<file path="src/edw_map.svh">
// Constants for the execution dispatch and writeback control block
`ifndef EDW_MAP_SVH
`define EDW_MAP_SVH

// ==========================================================
// Structure
`define EDW_NUM_PORTS   6
`define EDW_NUM_STACKS  3
`define EDW_WB_DEPTH    8
`define EDW_LAT_W       3
`define EDW_BUS_W       5
`define EDW_CNT_W       3

// ==========================================================
// Transfer micro-op ports and bypass delays in cycles
`define EDW_XFER_PORT0  3'h0
`define EDW_XFER_PORT5  3'h5
`define EDW_DLY_NONE    2'h0
`define EDW_DLY_ONE     2'h1
`define EDW_DLY_TWO     2'h2

// ==========================================================
// Reset value and minimum latency
`define EDW_RST_RESV    8'h00
`define EDW_LAT_MIN     3'h1

`endif

</file>
<file path="src/edw_pkg.sv">
// Types shared by the execution dispatch and writeback control block
`include "edw_map.svh"

package edw_pkg;

  // ==========================================================
  // Micro-op kinds
  typedef enum logic [3:0] {
    EDW_OP_ALU         = 4'h0,
    EDW_OP_SHIFT       = 4'h1,
    EDW_OP_LEA_FAST    = 4'h2,
    EDW_OP_LEA_SLOW    = 4'h3,
    EDW_OP_MUL         = 4'h4,
    EDW_OP_LOAD_ADDR   = 4'h5,
    EDW_OP_STORE_ADDR  = 4'h6,
    EDW_OP_STORE_DATA  = 4'h7,
    EDW_OP_BRANCH      = 4'h8,
    EDW_OP_DIV         = 4'h9,
    EDW_OP_BLEND       = 4'hA,
    EDW_OP_SHUF        = 4'hB,
    EDW_OP_ADD         = 4'hC,
    EDW_OP_CVT         = 4'hD,
    EDW_OP_MOV         = 4'hE,
    EDW_OP_STRCMP      = 4'hF
  } edw_op_e;

  // ==========================================================
  // Data classes of results and sources
  typedef enum logic [1:0] {
    EDW_CLS_INT   = 2'h0,   // General integer stack
    EDW_CLS_VINT  = 2'h1,   // Vector integer, vector stack
    EDW_CLS_FP_LO = 2'h2,   // Vector float and wide_fp_lower_half, vector stack
    EDW_CLS_FP_HI = 2'h3    // x87 and wide_fp_upper_half, x87 stack
  } edw_cls_e;

  // ==========================================================
  // Registered state of the dispatch control
  typedef struct packed {
    logic [`EDW_NUM_PORTS-1:0]                  issue;
    logic [`EDW_NUM_PORTS-1:0]                  hold;
    logic [`EDW_NUM_PORTS-1:0]                  illegal;
    logic [`EDW_NUM_PORTS-1:0][`EDW_BUS_W-1:0]  wb_bus;
    logic [`EDW_NUM_PORTS-1:0][1:0]             byp_dly;
    logic [`EDW_NUM_PORTS-1:0]                  xfer;
    logic [`EDW_NUM_PORTS-1:0][2:0]             xfer_port;
    logic [`EDW_NUM_PORTS-1:0]                  assist;
    logic [`EDW_CNT_W-1:0]                      count;
  } edw_state_s;

  // Reservation window of one writeback bus
  typedef struct packed {
    logic [`EDW_WB_DEPTH-1:0] resv;
  } edw_slot_s;

endpackage

</file>
<file path="src/edw_wb_slot.sv">
// Reservation window of one writeback bus (one port, one stack)
`timescale 1ns/100ps
`include "edw_map.svh"

module edw_wb_slot (
  // Clock and reset
  input  wire logic                  core_clk,
  input  wire logic                  rst_b,
  // Reservation request
  input  wire logic                  reserve,
  input  wire logic [`EDW_LAT_W-1:0] lat,
  // Status
  output logic                       busy,
  output logic                       idle
);

  edw_pkg::edw_slot_s st_q;
  edw_pkg::edw_slot_s st_d;

  // Bit k of the window means the bus is taken k cycles after this one
  assign busy = st_q.resv[lat];
  assign idle = (st_q.resv == `EDW_RST_RESV);

  // Age the window and book the result cycle of a new micro-op
  always_comb
  begin
    st_d      = st_q;
    st_d.resv = {1'b0, st_q.resv[`EDW_WB_DEPTH-1:1]};
    if (reserve)
    begin
      st_d.resv[lat - `EDW_LAT_MIN] = 1'b1;
    end
  end

  // State register
  always_ff @(posedge core_clk or negedge rst_b)
  begin
    if (!rst_b)
      st_q <= '{resv: `EDW_RST_RESV};
    else
      st_q <= st_d;
  end

endmodule

</file>
<file path="src/edw_dispatch.sv">
// Dispatch, writeback bus arbitration and bypass delay control
// Function
// [RULE1] At most six micro-ops, one per port
// [RULE2] Three stacks: integer, vector, x87
// [RULE3] Integer operations steered to fixed ports
// [RULE4] Result bus chosen by port and class
// [RULE5] Writeback bus clash holds one micro-op back
// [RULE6] Port 0 multiply then blend collides
// [RULE7] Integer add after float multiply: no clash
// [RULE8] Cross-stack source adds one or two cycles; code adds zero or one
// [RULE9] Cross-stack moves insert port 0/5 micro-op; code inserts none between vector int and x87
// [RULE10] Same-stack zero; vector int/float one cycle
// [RULE11] Load delay: int 0, vector 1, x87 2
// [RULE12] Denormal handling without assist, flush controls clear; code still assists float ops other than add, multiply, divide, convert
// [RULE13] Scheduler picks micro-ops by readiness, priority
// [RULE14] Earlier micro-op keeps bus; later waits
`timescale 1ns/100ps
`include "edw_map.svh"

module edw_dispatch (
  // Clock and reset
  input  wire logic                                      core_clk,
  input  wire logic                                      rst_b,
  // Dispatch requests from the scheduler, one lane per port
  input  wire logic [`EDW_NUM_PORTS-1:0]                 req_valid,
  input  wire logic [`EDW_NUM_PORTS-1:0][3:0]            req_op,
  input  wire logic [`EDW_NUM_PORTS-1:0][1:0]            req_cls,
  input  wire logic [`EDW_NUM_PORTS-1:0][`EDW_LAT_W-1:0] req_lat,
  input  wire logic [`EDW_NUM_PORTS-1:0][1:0]            req_src_cls,
  input  wire logic [`EDW_NUM_PORTS-1:0]                 req_src_load,
  input  wire logic [`EDW_NUM_PORTS-1:0]                 req_denorm,
  // Floating-point control
  input  wire logic                                      flush_underflow_to_zero,
  input  wire logic                                      denormal_inputs_as_zero,
  // Dispatch results
  output logic [`EDW_NUM_PORTS-1:0]                      issue,
  output logic [`EDW_NUM_PORTS-1:0]                      hold,
  output logic [`EDW_NUM_PORTS-1:0]                      illegal,
  output logic [`EDW_NUM_PORTS-1:0][`EDW_BUS_W-1:0]      wb_bus,
  output logic [`EDW_CNT_W-1:0]                          issue_count,
  // Bypass and assist results
  output logic [`EDW_NUM_PORTS-1:0][1:0]                 byp_dly,
  output logic [`EDW_NUM_PORTS-1:0]                      xfer,
  output logic [`EDW_NUM_PORTS-1:0][2:0]                 xfer_port,
  output logic [`EDW_NUM_PORTS-1:0]                      assist
);

  // ==========================================================
  // Declarations
  edw_pkg::edw_state_s                         st_q;
  edw_pkg::edw_state_s                         st_d;
  logic [`EDW_NUM_PORTS-1:0][`EDW_LAT_W-1:0]   lat_c;
  logic [`EDW_NUM_PORTS-1:0][1:0]              stk;
  logic [`EDW_NUM_PORTS-1:0]                   legal;
  logic [`EDW_NUM_PORTS-1:0]                   go;
  logic [`EDW_NUM_PORTS-1:0]                   clash;
  logic [`EDW_NUM_PORTS-1:0][`EDW_NUM_STACKS-1:0] busy_v;
  logic [`EDW_NUM_PORTS-1:0][`EDW_NUM_STACKS-1:0] idle_v;

  // ==========================================================
  // Port capability table
  function automatic logic op_ok(input logic [2:0] p,
                                 input edw_pkg::edw_cls_e c,
                                 input edw_pkg::edw_op_e o);
    logic ok;
    ok = 1'b0;
    if (p == 3'h4)
      ok = (o == edw_pkg::EDW_OP_STORE_DATA);
    else if (c == edw_pkg::EDW_CLS_INT)
    begin
      unique case (p)
        3'h0: ok = o inside {edw_pkg::EDW_OP_ALU, edw_pkg::EDW_OP_SHIFT}; // RULE3
        3'h1: ok = o inside {edw_pkg::EDW_OP_ALU, edw_pkg::EDW_OP_LEA_FAST,
                             edw_pkg::EDW_OP_LEA_SLOW, edw_pkg::EDW_OP_MUL}; // RULE3
        3'h2,
        3'h3: ok = o inside {edw_pkg::EDW_OP_LOAD_ADDR, edw_pkg::EDW_OP_STORE_ADDR}; // RULE3
        3'h5: ok = o inside {edw_pkg::EDW_OP_ALU, edw_pkg::EDW_OP_SHIFT,
                             edw_pkg::EDW_OP_BRANCH, edw_pkg::EDW_OP_LEA_FAST}; // RULE3
        default: ok = 1'b0;
      endcase
    end
    else if (c == edw_pkg::EDW_CLS_VINT)
    begin
      unique case (p)
        3'h0: ok = o inside {edw_pkg::EDW_OP_MUL, edw_pkg::EDW_OP_SHIFT, edw_pkg::EDW_OP_DIV,
                             edw_pkg::EDW_OP_STRCMP, edw_pkg::EDW_OP_MOV};
        3'h1: ok = o inside {edw_pkg::EDW_OP_ALU, edw_pkg::EDW_OP_SHUF,
                             edw_pkg::EDW_OP_BLEND, edw_pkg::EDW_OP_MOV};
        3'h5: ok = o inside {edw_pkg::EDW_OP_ALU, edw_pkg::EDW_OP_SHUF, edw_pkg::EDW_OP_SHIFT,
                             edw_pkg::EDW_OP_BLEND, edw_pkg::EDW_OP_MOV};
        default: ok = 1'b0;
      endcase
    end
    else
    begin
      // Both float halves share one capability row
      unique case (p)
        3'h0: ok = o inside {edw_pkg::EDW_OP_MUL, edw_pkg::EDW_OP_DIV,
                             edw_pkg::EDW_OP_BLEND, edw_pkg::EDW_OP_MOV};
        3'h1: ok = o inside {edw_pkg::EDW_OP_ADD, edw_pkg::EDW_OP_CVT};
        3'h5: ok = o inside {edw_pkg::EDW_OP_SHUF, edw_pkg::EDW_OP_BLEND, edw_pkg::EDW_OP_MOV};
        default: ok = 1'b0;
      endcase
    end
    return ok;
  endfunction

  // Stack that holds a data class
  function automatic logic [1:0] stack_of(input edw_pkg::edw_cls_e c);
    logic [1:0] s;
    s = 2'h0;
    unique case (c)
      edw_pkg::EDW_CLS_INT:   s = 2'h0; // RULE2
      edw_pkg::EDW_CLS_VINT,
      edw_pkg::EDW_CLS_FP_LO: s = 2'h1; // RULE2
      edw_pkg::EDW_CLS_FP_HI: s = 2'h2; // RULE2
    endcase
    return s;
  endfunction

  // Bypass cost: {transfer micro-op, on port 5, extra delay}
  function automatic logic [3:0] bypass(input logic ld,
                                        input edw_pkg::edw_cls_e s,
                                        input edw_pkg::edw_cls_e d);
    logic [3:0] r;
    r = {2'b00, `EDW_DLY_NONE};
    if (ld)
    begin
      unique case (d)
        edw_pkg::EDW_CLS_INT:   r = {2'b00, `EDW_DLY_NONE}; // RULE11
        edw_pkg::EDW_CLS_VINT,
        edw_pkg::EDW_CLS_FP_LO: r = {2'b00, `EDW_DLY_ONE};  // RULE11
        edw_pkg::EDW_CLS_FP_HI: r = {2'b00, `EDW_DLY_TWO};  // RULE11
      endcase
    end
    else if (s == d)
      r = {2'b00, `EDW_DLY_NONE}; // RULE10
    else if (s == edw_pkg::EDW_CLS_INT)
      r = (d == edw_pkg::EDW_CLS_FP_HI) ? {2'b10, `EDW_DLY_ONE}
                                        : {2'b10, `EDW_DLY_NONE}; // RULE9
    else if (d == edw_pkg::EDW_CLS_INT)
      r = (s == edw_pkg::EDW_CLS_FP_HI) ? {2'b11, `EDW_DLY_ONE}
                                        : {2'b11, `EDW_DLY_NONE}; // RULE9
    else if (s == edw_pkg::EDW_CLS_VINT || d == edw_pkg::EDW_CLS_VINT)
      // Vector integer meets either float class directly
      r = (s == edw_pkg::EDW_CLS_FP_LO || d == edw_pkg::EDW_CLS_FP_LO)
          ? {2'b00, `EDW_DLY_ONE} : {2'b00, `EDW_DLY_NONE}; // RULE8 RULE10
    else
      r = {2'b11, `EDW_DLY_ONE}; // RULE10
    return r;
  endfunction

  // ==========================================================
  // Writeback bus windows, one per port and stack
  for (genvar p = 0; p < `EDW_NUM_PORTS; p++)
  begin : g_port
    for (genvar s = 0; s < `EDW_NUM_STACKS; s++)
    begin : g_stk
      edw_wb_slot u_slot (
        .core_clk (core_clk),
        .rst_b    (rst_b),
        .reserve  (go[p] && (stk[p] == 2'(s))),
        .lat      (lat_c[p]),
        .busy     (busy_v[p][s]),
        .idle     (idle_v[p][s])
      );
    end
  end

  // Per-port decode; a zero latency is taken as one cycle
  always_comb
  begin
    for (int p = 0; p < `EDW_NUM_PORTS; p++)
    begin
      lat_c[p] = (req_lat[p] == 3'h0) ? `EDW_LAT_MIN : req_lat[p];
      stk[p]   = stack_of(edw_pkg::edw_cls_e'(req_cls[p]));
      legal[p] = op_ok(3'(p), edw_pkg::edw_cls_e'(req_cls[p]), edw_pkg::edw_op_e'(req_op[p]));
      // Only the bus of the result's own stack counts
      clash[p] = busy_v[p][stk[p]]; // RULE5 RULE6 RULE7
      go[p]    = req_valid[p] && legal[p] && !clash[p]; // RULE1 RULE14
    end
  end

  // ==========================================================
  // Next state; the booked earlier micro-op always keeps its bus
  always_comb
  begin
    logic [3:0] b;
    logic       fp;
    st_d       = st_q;
    st_d.count = '0;
    b          = 4'h0;
    fp         = 1'b0;
    for (int p = 0; p < `EDW_NUM_PORTS; p++)
    begin
      st_d.issue[p]   = go[p]; // RULE1
      st_d.hold[p]    = req_valid[p] && legal[p] && clash[p]; // RULE5 RULE14
      st_d.illegal[p] = req_valid[p] && !legal[p]; // RULE3
      st_d.wb_bus[p]  = 5'(p * `EDW_NUM_STACKS) + {3'h0, stk[p]}; // RULE4
      b = bypass(req_src_load[p], edw_pkg::edw_cls_e'(req_src_cls[p]),
                 edw_pkg::edw_cls_e'(req_cls[p]));
      st_d.xfer[p]      = go[p] && b[3]; // RULE9
      st_d.xfer_port[p] = b[2] ? `EDW_XFER_PORT5 : `EDW_XFER_PORT0; // RULE9
      st_d.byp_dly[p]   = b[1:0]; // RULE8
      // Hardware handles these float ops when flushing is off
      fp = (req_cls[p] != 2'(edw_pkg::EDW_CLS_INT)) && (req_cls[p] != 2'(edw_pkg::EDW_CLS_VINT));
      st_d.assist[p] = go[p] && fp && req_denorm[p]
                       && !flush_underflow_to_zero && !denormal_inputs_as_zero
                       && !(req_op[p] inside {4'(edw_pkg::EDW_OP_ADD), 4'(edw_pkg::EDW_OP_MUL),
                                              4'(edw_pkg::EDW_OP_DIV), 4'(edw_pkg::EDW_OP_CVT)}); // RULE12
      st_d.count = st_d.count + 3'(go[p]); // RULE1
    end
  end

  // State register
  always_ff @(posedge core_clk or negedge rst_b)
  begin
    if (!rst_b)
      st_q <= '0;
    else
      st_q <= st_d;
  end

  // Outputs straight from the state register
  assign issue       = st_q.issue;
  assign hold        = st_q.hold;
  assign illegal     = st_q.illegal;
  assign wb_bus      = st_q.wb_bus;
  assign issue_count = st_q.count;
  assign byp_dly     = st_q.byp_dly;
  assign xfer        = st_q.xfer;
  assign xfer_port   = st_q.xfer_port;
  assign assist      = st_q.assist;
endmodule

</file>
<file path="config.mk">
export PLATFORM = sky130hd
export DESIGN_NAME = edw_dispatch
export DESIGN_NICKNAME = d
export VERILOG_FILES = /design/src/edw_pkg.sv /design/src/edw_wb_slot.sv /design/src/edw_dispatch.sv
export VERILOG_INCLUDE_DIRS = /design/src /design/src/src
export SDC_FILE = /design/constraint.sdc
export NUM_CORES = 1
export LEC_CHECK = 0
export BUFFER_PORTS_ARGS = -buffer_cell sky130_fd_sc_hd__buf_2
export CAP_MARGIN = 5
export CORE_MARGIN = 10
export CORE_UTILIZATION = 30
export DETAILED_ROUTE_END_ITERATION = 8
export PLACE_DENSITY = 0.45
export SETUP_SLACK_MARGIN = 0.15
export SLEW_MARGIN = 40
export SYNTH_ARGS = -nofsm -noshare
export SYNTH_HDL_FRONTEND = slang
export SYNTH_SLANG_ARGS = --single-unit
export TNS_END_PERCENT = 1
</file>
<file path="constraint.sdc">
create_clock -name core_clk -period 9.05 [get_ports core_clk]
set_input_delay 1.81 -clock core_clk [delete_from_list [all_inputs] [get_ports core_clk]]
set_output_delay 1.81 -clock core_clk [all_outputs]
set_load 0.03 [all_outputs]
</file>
# Word-level counts from Yosys, hierarchy flattened
# Cells that the tools add are included.
totals:
  register_bits: 231
  inputBits: 88
op_classes:
  add_sub_neg: 16
  n_lt_le_gt_ge: 24
  eq_ne: 104
  muxes: 158
  bitwise: 18
  n_reduce_logical: 178
ops:
  columns: ["cell", "count"]
  rows:
  - ["two-way mux 8 bit", 18]
  - ["OR 7 x 8 -> 8 bit", 18]
  - ["two-way mux 4 bit", 30]
  - ["== test 4 bit (second input constant)", 28]
  - ["logical AND 1 bit", 90]
  - ["case mux 4 bit (3 select lines)", 6]
  - ["== test 2 bit (second input constant)", 30]
  - ["two-way mux 1 bit", 56]
  - ["binary-select mux 1 bit (select 3 bit)", 18]
  - ["< comparator 3 x 4 -> 1 bit (second input constant)", 12]
  - ["== test 4 x 3 -> 1 bit (second input constant)", 11]
  - ["nonzero test 4 bit", 10]
  - ["== test 2 x 1 -> 1 bit (second input constant)", 18]
  - ["zero test 2 bit", 18]
  - ["two-way mux 3 bit", 12]
  - ["case mux 2 bit (3 select lines)", 6]
  - ["zero test 1 bit", 20]
  - ["nonzero test 2 bit", 10]
  - ["demux 1 bit (select 3 bit)", 6]
  - ["greater-or-equal comparator 3 x 1 -> 1 bit (second input constant)", 6]
  - ["zero test 3 bit", 6]
  - ["< comparator 2 x 3 -> 1 bit (second input constant)", 6]
  - ["subtractor 3 x 1 -> 3 bit (second input constant)", 6]
  - ["adder 4 x 2 -> 5 bit (first input constant)", 3]
  - ["15 further kinds", 54]

# Longest topological paths before layout
# Gate-level depths: netlist of run 1.
logic_depth:
  word_depth: 13
  ltp_mapped: 14

# Hierarchy
# From an unflattened synthesis of run 1, not the netlist that was laid out.
hier_totals:
  hier_cells: 1061
  hier_area_um2: 11742.5
by_module_without_submodules:
  columns: ["mod", "instances", "cells_per_inst", "area_per_inst_um2", "seq_area_each_um2"]
  rows:
  - ["edw_wb_slot", 18, 35, 420.4, 200.2]
  - ["edw_dispatch", 1, 431, 4175.3, 1701.6]

# Worst setup path before layout of run 1
# OpenSTA, ideal clock, no wires.
synth_timing:
  path_type: "input to register"
  start: "input port req_lat[5] (netlist name)"
  end: "register st_q (netlist bit issue_count[1])"
  arrival_ns: 4.887
  required_time_ns: 8.915
  setup_slack_ns: 4.027
  cell_stages: 13
  path_buffers: 3
  path_cell_list: "clkbuf_1 clkbuf_1 a211o_1 a221o_1 a21oi_1 buf_2 nor2_1 fa_1 inv_1 fa_1 inv_1 ha_1 fa_1"
synth_lines:
  columns: ["item", "line_no", "rtl"]
  rows:
  - ["start: declaration", "edw_dispatch.sv:28", "input wire logic [`EDW_NUM_PORTS-1:0][`EDW_LAT_W-1:0] req_lat,"]
  - ["end signal: assignment", "edw_dispatch.sv:221", "st_q <= st_d;"]
  - ["end: declaration", "edw_dispatch.sv:50", "edw_pkg::edw_state_s st_q;"]

==> qor.csv, run 1 <==
metric,value,unit
relSlewSlack,48.5,%
vias,7329,
drc,0,
grt_overflow,0,
post_cts_buffers,0,
fp.dieW,202,um
yosys-top-cells-count,"dfrtp_1 (194), inv_1 (68), nor2_1 (57), nand2_1 (52), ha_1 (39)",
finalCriticalPeriod,5060,ps
clk_latency,440,ps
synth_area,9940,um^2
crit_type,in -> reg,
setup_ws,3990,ps
path_max_fanout,14,
skew,11.7,ps
stdcell_area,11700,um^2
ys_warn_count,0,
power.density,175,nW/um^2
cts_resized,0,
synthFlopType,dfrtp_1,
drt_iter0_markers,358,
crit_path_start,req_cls[3],
dp.cells,1487,
place_area,11000,um^2
core_area,32600,um^2
max-vdd-ir-drop,0.126,mV
outcome,completed,
cts.sinks,194,
place_ws,3500,ps
drive_gt1_share,23.7,%
setup_viol,0,
final_nets,1194,
worstHoldStart,g_port[0].g_stk[1].u_slot.st_q[5],
switching_share,28.1,%
final_core_util,35.7,%
initial_utilization,30.5,%
root_buffer,clkbuf_16,
cp-end-kind,flop,
path_cells,"buf_2, inv_1, ha_1, a21oi_1, o311ai_0, nand4_1, buf_4, nor2_1, fa_1, inv_1, fa_1, inv_1, ha_1, fa_1",
cts_buffers,17,
io_buffers,163,
cts_tree,done,
synth_seq_cells,194,
clk_pin_slew,70,ps
place_congestion,0.774,
syn_inst,932,
synth_edf_count,0,
pwr-share-comb,15.3,%
cts_hold_buffers,0,
post_drt_wl_per_cell,17.5,um
avgSynthCellArea,10.7,um^2
hpwl,19600,um
start_kind,primary input,
pwr-share-clk,40.0,%
final_hold_viol_count,0,
synth.most_common_cell,dfrtp_1,
rsz0062_at_grt,false,
first_global_vias,7567,
clock.fmax,198,MHz
hold_ws,451,ps
synth_cell_types,79,
power,2.04,mW
p_leak,5.89,nW
syn_to_final_growth,17.2,%
synth-async-reset-ratio,100,%
intPower,1.47,mW
wl,26600,um
maxCapViolCount,0,
hp-class,reg -> reg,
viasPerCell,4.82,
worst_pin_slew,765,ps
final_antenna_net_count,0,
yosysTopAreaCell,dfrtp_1,
slew_viol_final,0,
finalNonFillerCells,1519,
io-pin-count,181,
dieArea,40800,um^2
grt_antenna_before_repair,0,
die_h,202,um
finalSetupTns,0,ps
h-tree-depth,4,
grt_pass1_wl,42900,um
synth.area.top_cells,"dfrtp_1 (49%), ha_1 (4.9%), mux2i_1 (3.2%), inv_1 (2.6%), o21bai_1 (2.3%)",
yosysTopAreaCellShare,48.8,%
seq_area_frac_synth,48.8,%
critPathMaxStageDelay,580,ps
gr-usage-all-layers,13.1,%
grt_max_degree,72,
timing.final.crit_share,55.9,%
clockBufferDepth,2,
p_sw,0.572,mW
first_pass_iters,4,
cp.required,9370,ps
crit_slowest_cell,o311ai_0,
cp.arrival,5380,ps
antenna_cells,0,
seqPwrFrac,44.7,%
regToRegStartpoint,g_port[3].g_stk[2].u_slot.st_q[7],
rows,66,
==> placed cells by master (no fill, tap or decap), types with 17 or more instances in the layout <==
cell type / synthesis / final
ha_1: 39 / 39
a21o_1: 29 / 29
clkbuf_16: 0 / 17
a31o_2: 25 / 25
nand3_1: 17 / 17
a21oi_1: 22 / 22
o31ai_1: 17 / 17
o21ai_0: 20 / 20
mux2i_1: 32 / 32
nand2_1: 52 / 52
buf_2: 13 / 162
o21bai_1: 31 / 31
conb_1: 2 / 24
inv_1: 68 / 68
dfrtp_1: 194 / 194
a211oi_1: 19 / 19
nor2_1: 57 / 57
nor3_1: 24 / 24
==> critical path, delay by kind of cell <==
kind	cells	cell delay (ps)
buffers and inverters	5	690
AND/OR/NAND/NOR	2	340
adder cells (fa/ha/maj)	5	1880
AO/OA/AOI/OAI	2	650
==> registers in the layout, indices dropped and copies added (netlist names) <==
signal / cells
wb_bus: 17
assist: 6
byp_dly: 12
illegal: 6
hold: 6
xfer: 6
issue: 6
g_port.g_stk.u_slot.st_q: 126
issue_count: 3
xfer_port: 6
==> power by group through the flow <==
stage	registers (mW)	logic, mW	clock network [mW]
3_3_place_gp	0.927	0.314	0
6_report	0.910	0.312	0.815
3_5_place_dp	0.928	0.314	0
5_1_grt	0.914	0.345	0.882
4_1_cts	0.911	0.315	0.848
2_1_floorplan	0.961	0.175	0
==> path summary, 6_finish.rpt <==
check | end | slack [ps] | depth (start not counted)
setup / recovery | issue_count[1] | 3990 | 14
hold / removal | g_port[0].g_stk[1].u_slot.st_q[4] | 450 | 1
setup reg to reg | issue_count[1] | 5500 | 10
hold reg to reg | g_port[0].g_stk[1].u_slot.st_q[4] | 450 | 1
max in group asynchronous | g_port[2].g_stk[1].u_slot.st_q[1] | 6650 | 2
min in group asynchronous | byp_dly[3] | 1380 | 1
==> layer usage <==
layer / track usage (%) / up-vias / share of wire (%)
met5: 0 / - / 0
met4: 3.84 / 0 / 1.2
met3: 3.04 / 17 / 3.6
met2: 21.8 / 111 / 49
met1: 16.7 / 3661 / 46
li1: - / 3540 / -
==> layout make-up <==
class	instances	area [um^2]
Clock buffer	22	484
Clock inverter	10	146
Fill cell	3345	21000
Inverter	68	255
Multi-Input combinational cell	614	4480
Sequential cell	194	4850
Tap cell	442	553
Timing Repair Buffer	169	877
==> cells by family after synthesis <==
group	after synthesis	share of synthesized area, %
and+or+nand+nor	249	13.0
AOI/OAI and AO/OA	230	17.3
DFF	194	48.8
buffers and inverters	146	7.14
adders and majority gates	45	5.82
muxes	44	5.90
xor gates and xnor gates	22	1.94
other	2	0.0755
(Power assumes the default switching activity.)
==> inputs of run 2 (changes only) <==
--- a/config.mk
+++ b/config.mk
@@ -6,6 +6,7 @@
 export SDC_FILE = /design/constraint.sdc
 export NUM_CORES = 1
 export LEC_CHECK = 0
+export ABC_AREA = 1
 export BUFFER_PORTS_ARGS = -buffer_cell sky130_fd_sc_hd__buf_2
 export CAP_MARGIN = 5
 export CORE_MARGIN = 10
==> constraint.sdc (replaced) <==
create_clock -name core_clk -period 5.2 [get_ports core_clk]
set_input_delay 1.04 -clock core_clk [delete_from_list [all_inputs] [get_ports core_clk]]
set_output_delay 1.04 -clock core_clk [all_outputs]
set_load 0.03 [all_outputs]
==> run 2 against run 1 <==
Compared with the run above: worst hold slack better by 2.7 ps; first-iteration DRC count grew 25%; core utilization hardly changed; design area rose by 2.6%; register-to-register slack got worse by 3600 ps; area after synthesis rose by 2.0%; clock-buffer cell count fell by 4; cell count increased by 15%; sequential share of layout area shrank 0.86 points; non-clock buffer count fell by 4; sequential cell count grew 1; critical endpoint unchanged; largest power group unchanged.
==> qor.csv, run 2 <==
metric,value,unit
yosysTopAreaCellShare,48.1,%
grt_antenna_before_repair,1,
yosysTopAreaCell,dfrtp_1,
cts_tree,done,
layout_commonest_cell,dfrtp_1,
synth_xor_xnor_area_share,0.605,%
synth_mux_area_share,0,%
synthSimpleGateAreaFrac,21.7,%
dieArea,41600,um^2
final_hold_viol_count,0,
yosys-top-cells-count,"dfrtp_1 (195), nand2_1 (182), inv_1 (153), nor2_1 (110), o21bai_1 (98)",
final_nets,1415,
synth_seq_cells,195,
seq_area_frac_synth,48.1,%
finalSetupTns,0,ps
antenna_cells,0,
clockBufferDepth,2,
rows,67,
synth_fa_ha_area_share,5.40,%
p_leak,6.07,nW
fp.dieW,204,um
synth.area.top_cells,"dfrtp_1 (48%), o21bai_1 (7.3%), nand2_1 (6.7%), inv_1 (5.7%), ha_1 (4.8%)",
hp-class,reg -> reg,
crit_type,in -> reg,
rsz0062_at_grt,false,
hpwl,19900,um
place_congestion,0.819,
avgSynthCellArea,9.06,um^2
cp.required,5530,ps
synth_top_family_by_area,simple AND/OR/NAND/NOR gates,
synthFlopType,dfrtp_1,
final_antenna_net_count,0,
place_area,11300,um^2
syn_inst,1119,
drive_gt1_share,20.3,%
grt_max_degree,139,
n_fill_cell,3475,
cts_resized,0,
root_buffer,clkbuf_16,
power.density,296,nW/um^2
cts_buffers,17,
viasPerCell,4.47,
grt_overflow,0,
synth_cell_types,48,
synth.most_common_cell,dfrtp_1,
die_h,204,um
outcome,completed,
final_core_util,35.8,%
wl,25800,um
skew,9.09,ps
worst_pin_slew,528,ps
regMostFlops,g_port.g_stk.u_slot.st_q,
drc,0,
cp.arrival,4200,ps
first_global_vias,7916,
io-pin-count,181,
syn_to_final_growth,18.0,%
largest_reg_flops,127,
slew_viol_final,0,
cp-end-kind,flop,
synth_edf_count,0,
clk_pin_slew,80,ps
clk_latency,450,ps
cts_hold_buffers,0,
timing.final.crit_share,74.4,%
ys_warn_count,0,
drt_iter0_markers,448,
maxCapViolCount,0,
first_pass_iters,5,
post_drt_wl_per_cell,14.8,um
vias,7798,
synth_area,10100,um^2
h-tree-depth,4,
synth_compound_area_share,14.9,%
clock.fmax,258,MHz
max-vdd-ir-drop,0.237,mV
finalCriticalPeriod,3870,ps
setup_viol,0,
relSlewSlack,64.7,%
start_kind,primary input,
core_area,33400,um^2
grt_pass1_wl,42100,um
path_max_fanout,8,
mostFrequentLayoutCells,"dfrtp_1 (195), nand2_1 (182), buf_2 (162)",
io_buffers,163,
post_cts_buffers,0,
stdcell_area,12000,um^2
gr-usage-all-layers,12.6,%
power,3.54,mW
cts.sinks,195,
synth-async-reset-ratio,100,%
initial_utilization,30.3,%
run 2: final timing paths:
path	startpoint	to	slack (ps)	cells past startpoint
worst max-delay path	req_cls[6]	issue_count[1]	1330	15
worst min-delay path	g_port[3].g_stk[0].u_slot.st_q[7]	g_port[3].g_stk[0].u_slot.st_q[6]	450	2
worst max register to register	g_port[1].g_stk[2].u_slot.st_q[3]	issue_count[1]	1940	12
worst min register to register	g_port[3].g_stk[0].u_slot.st_q[7]	g_port[3].g_stk[0].u_slot.st_q[6]	450	2
max in group asynchronous	rst_b	wb_bus[5]	3520	3
min in group asynchronous	rst_b	assist[2]	540	1
run 2: worst max-delay path, cell delays in order:
cell	delay, ps
buf_2	180
inv_1	100
ha_1	360
inv_1	220
nand3_1	160
nand2_1	100
nand2_2	120
nand2_2	120
inv_1	80
fa_1	530
inv_1	60
fa_1	470
inv_1	40
ha_1	190
fa_1	430
run 2: logic make-up after synthesis:
logic type / after synthesis
compound gates: 227
xor+xnor: 7
fa+ha+maj: 42
buf+inv: 207
flops: 195
other cells: 2
simple gates: 439
run 2: layout make-up:
cell class	count	area (um^2)	area share (%)
clock buffer	18	439	3.67
tap	448	561	4.69
timing repair buffer	165	872	7.29
sequential	195	4880	40.8
inverter	167	632	5.28
multi-input combinational	739	4410	36.9
clock inverter	14	169	1.41
run 2: layer usage:
layer	part of all wire (%)	wire, um	global-route usage, %
met1	45	11700	15.8
met2	48	12300	20.4
met3	4.6	1180	2.90
met4	2.5	650	5.44
met5	0.070	18	0
run 2: per-stage QoR:
step,instances,setup slack [ps],hold WS [ps]
floorplan,1141,1340,422
global placement,1713,857,433
detailed placement,1713,804,436
CTS,1745,1290,455
global route,1746,1110,477
finish,1746,1330,453
run 2: power breakdown:
group | internal [mW] | switching (mW)
Sequential | 1.57 | 0.0197
Clock | 0.739 | 0.649
Combinational | 0.166 | 0.398
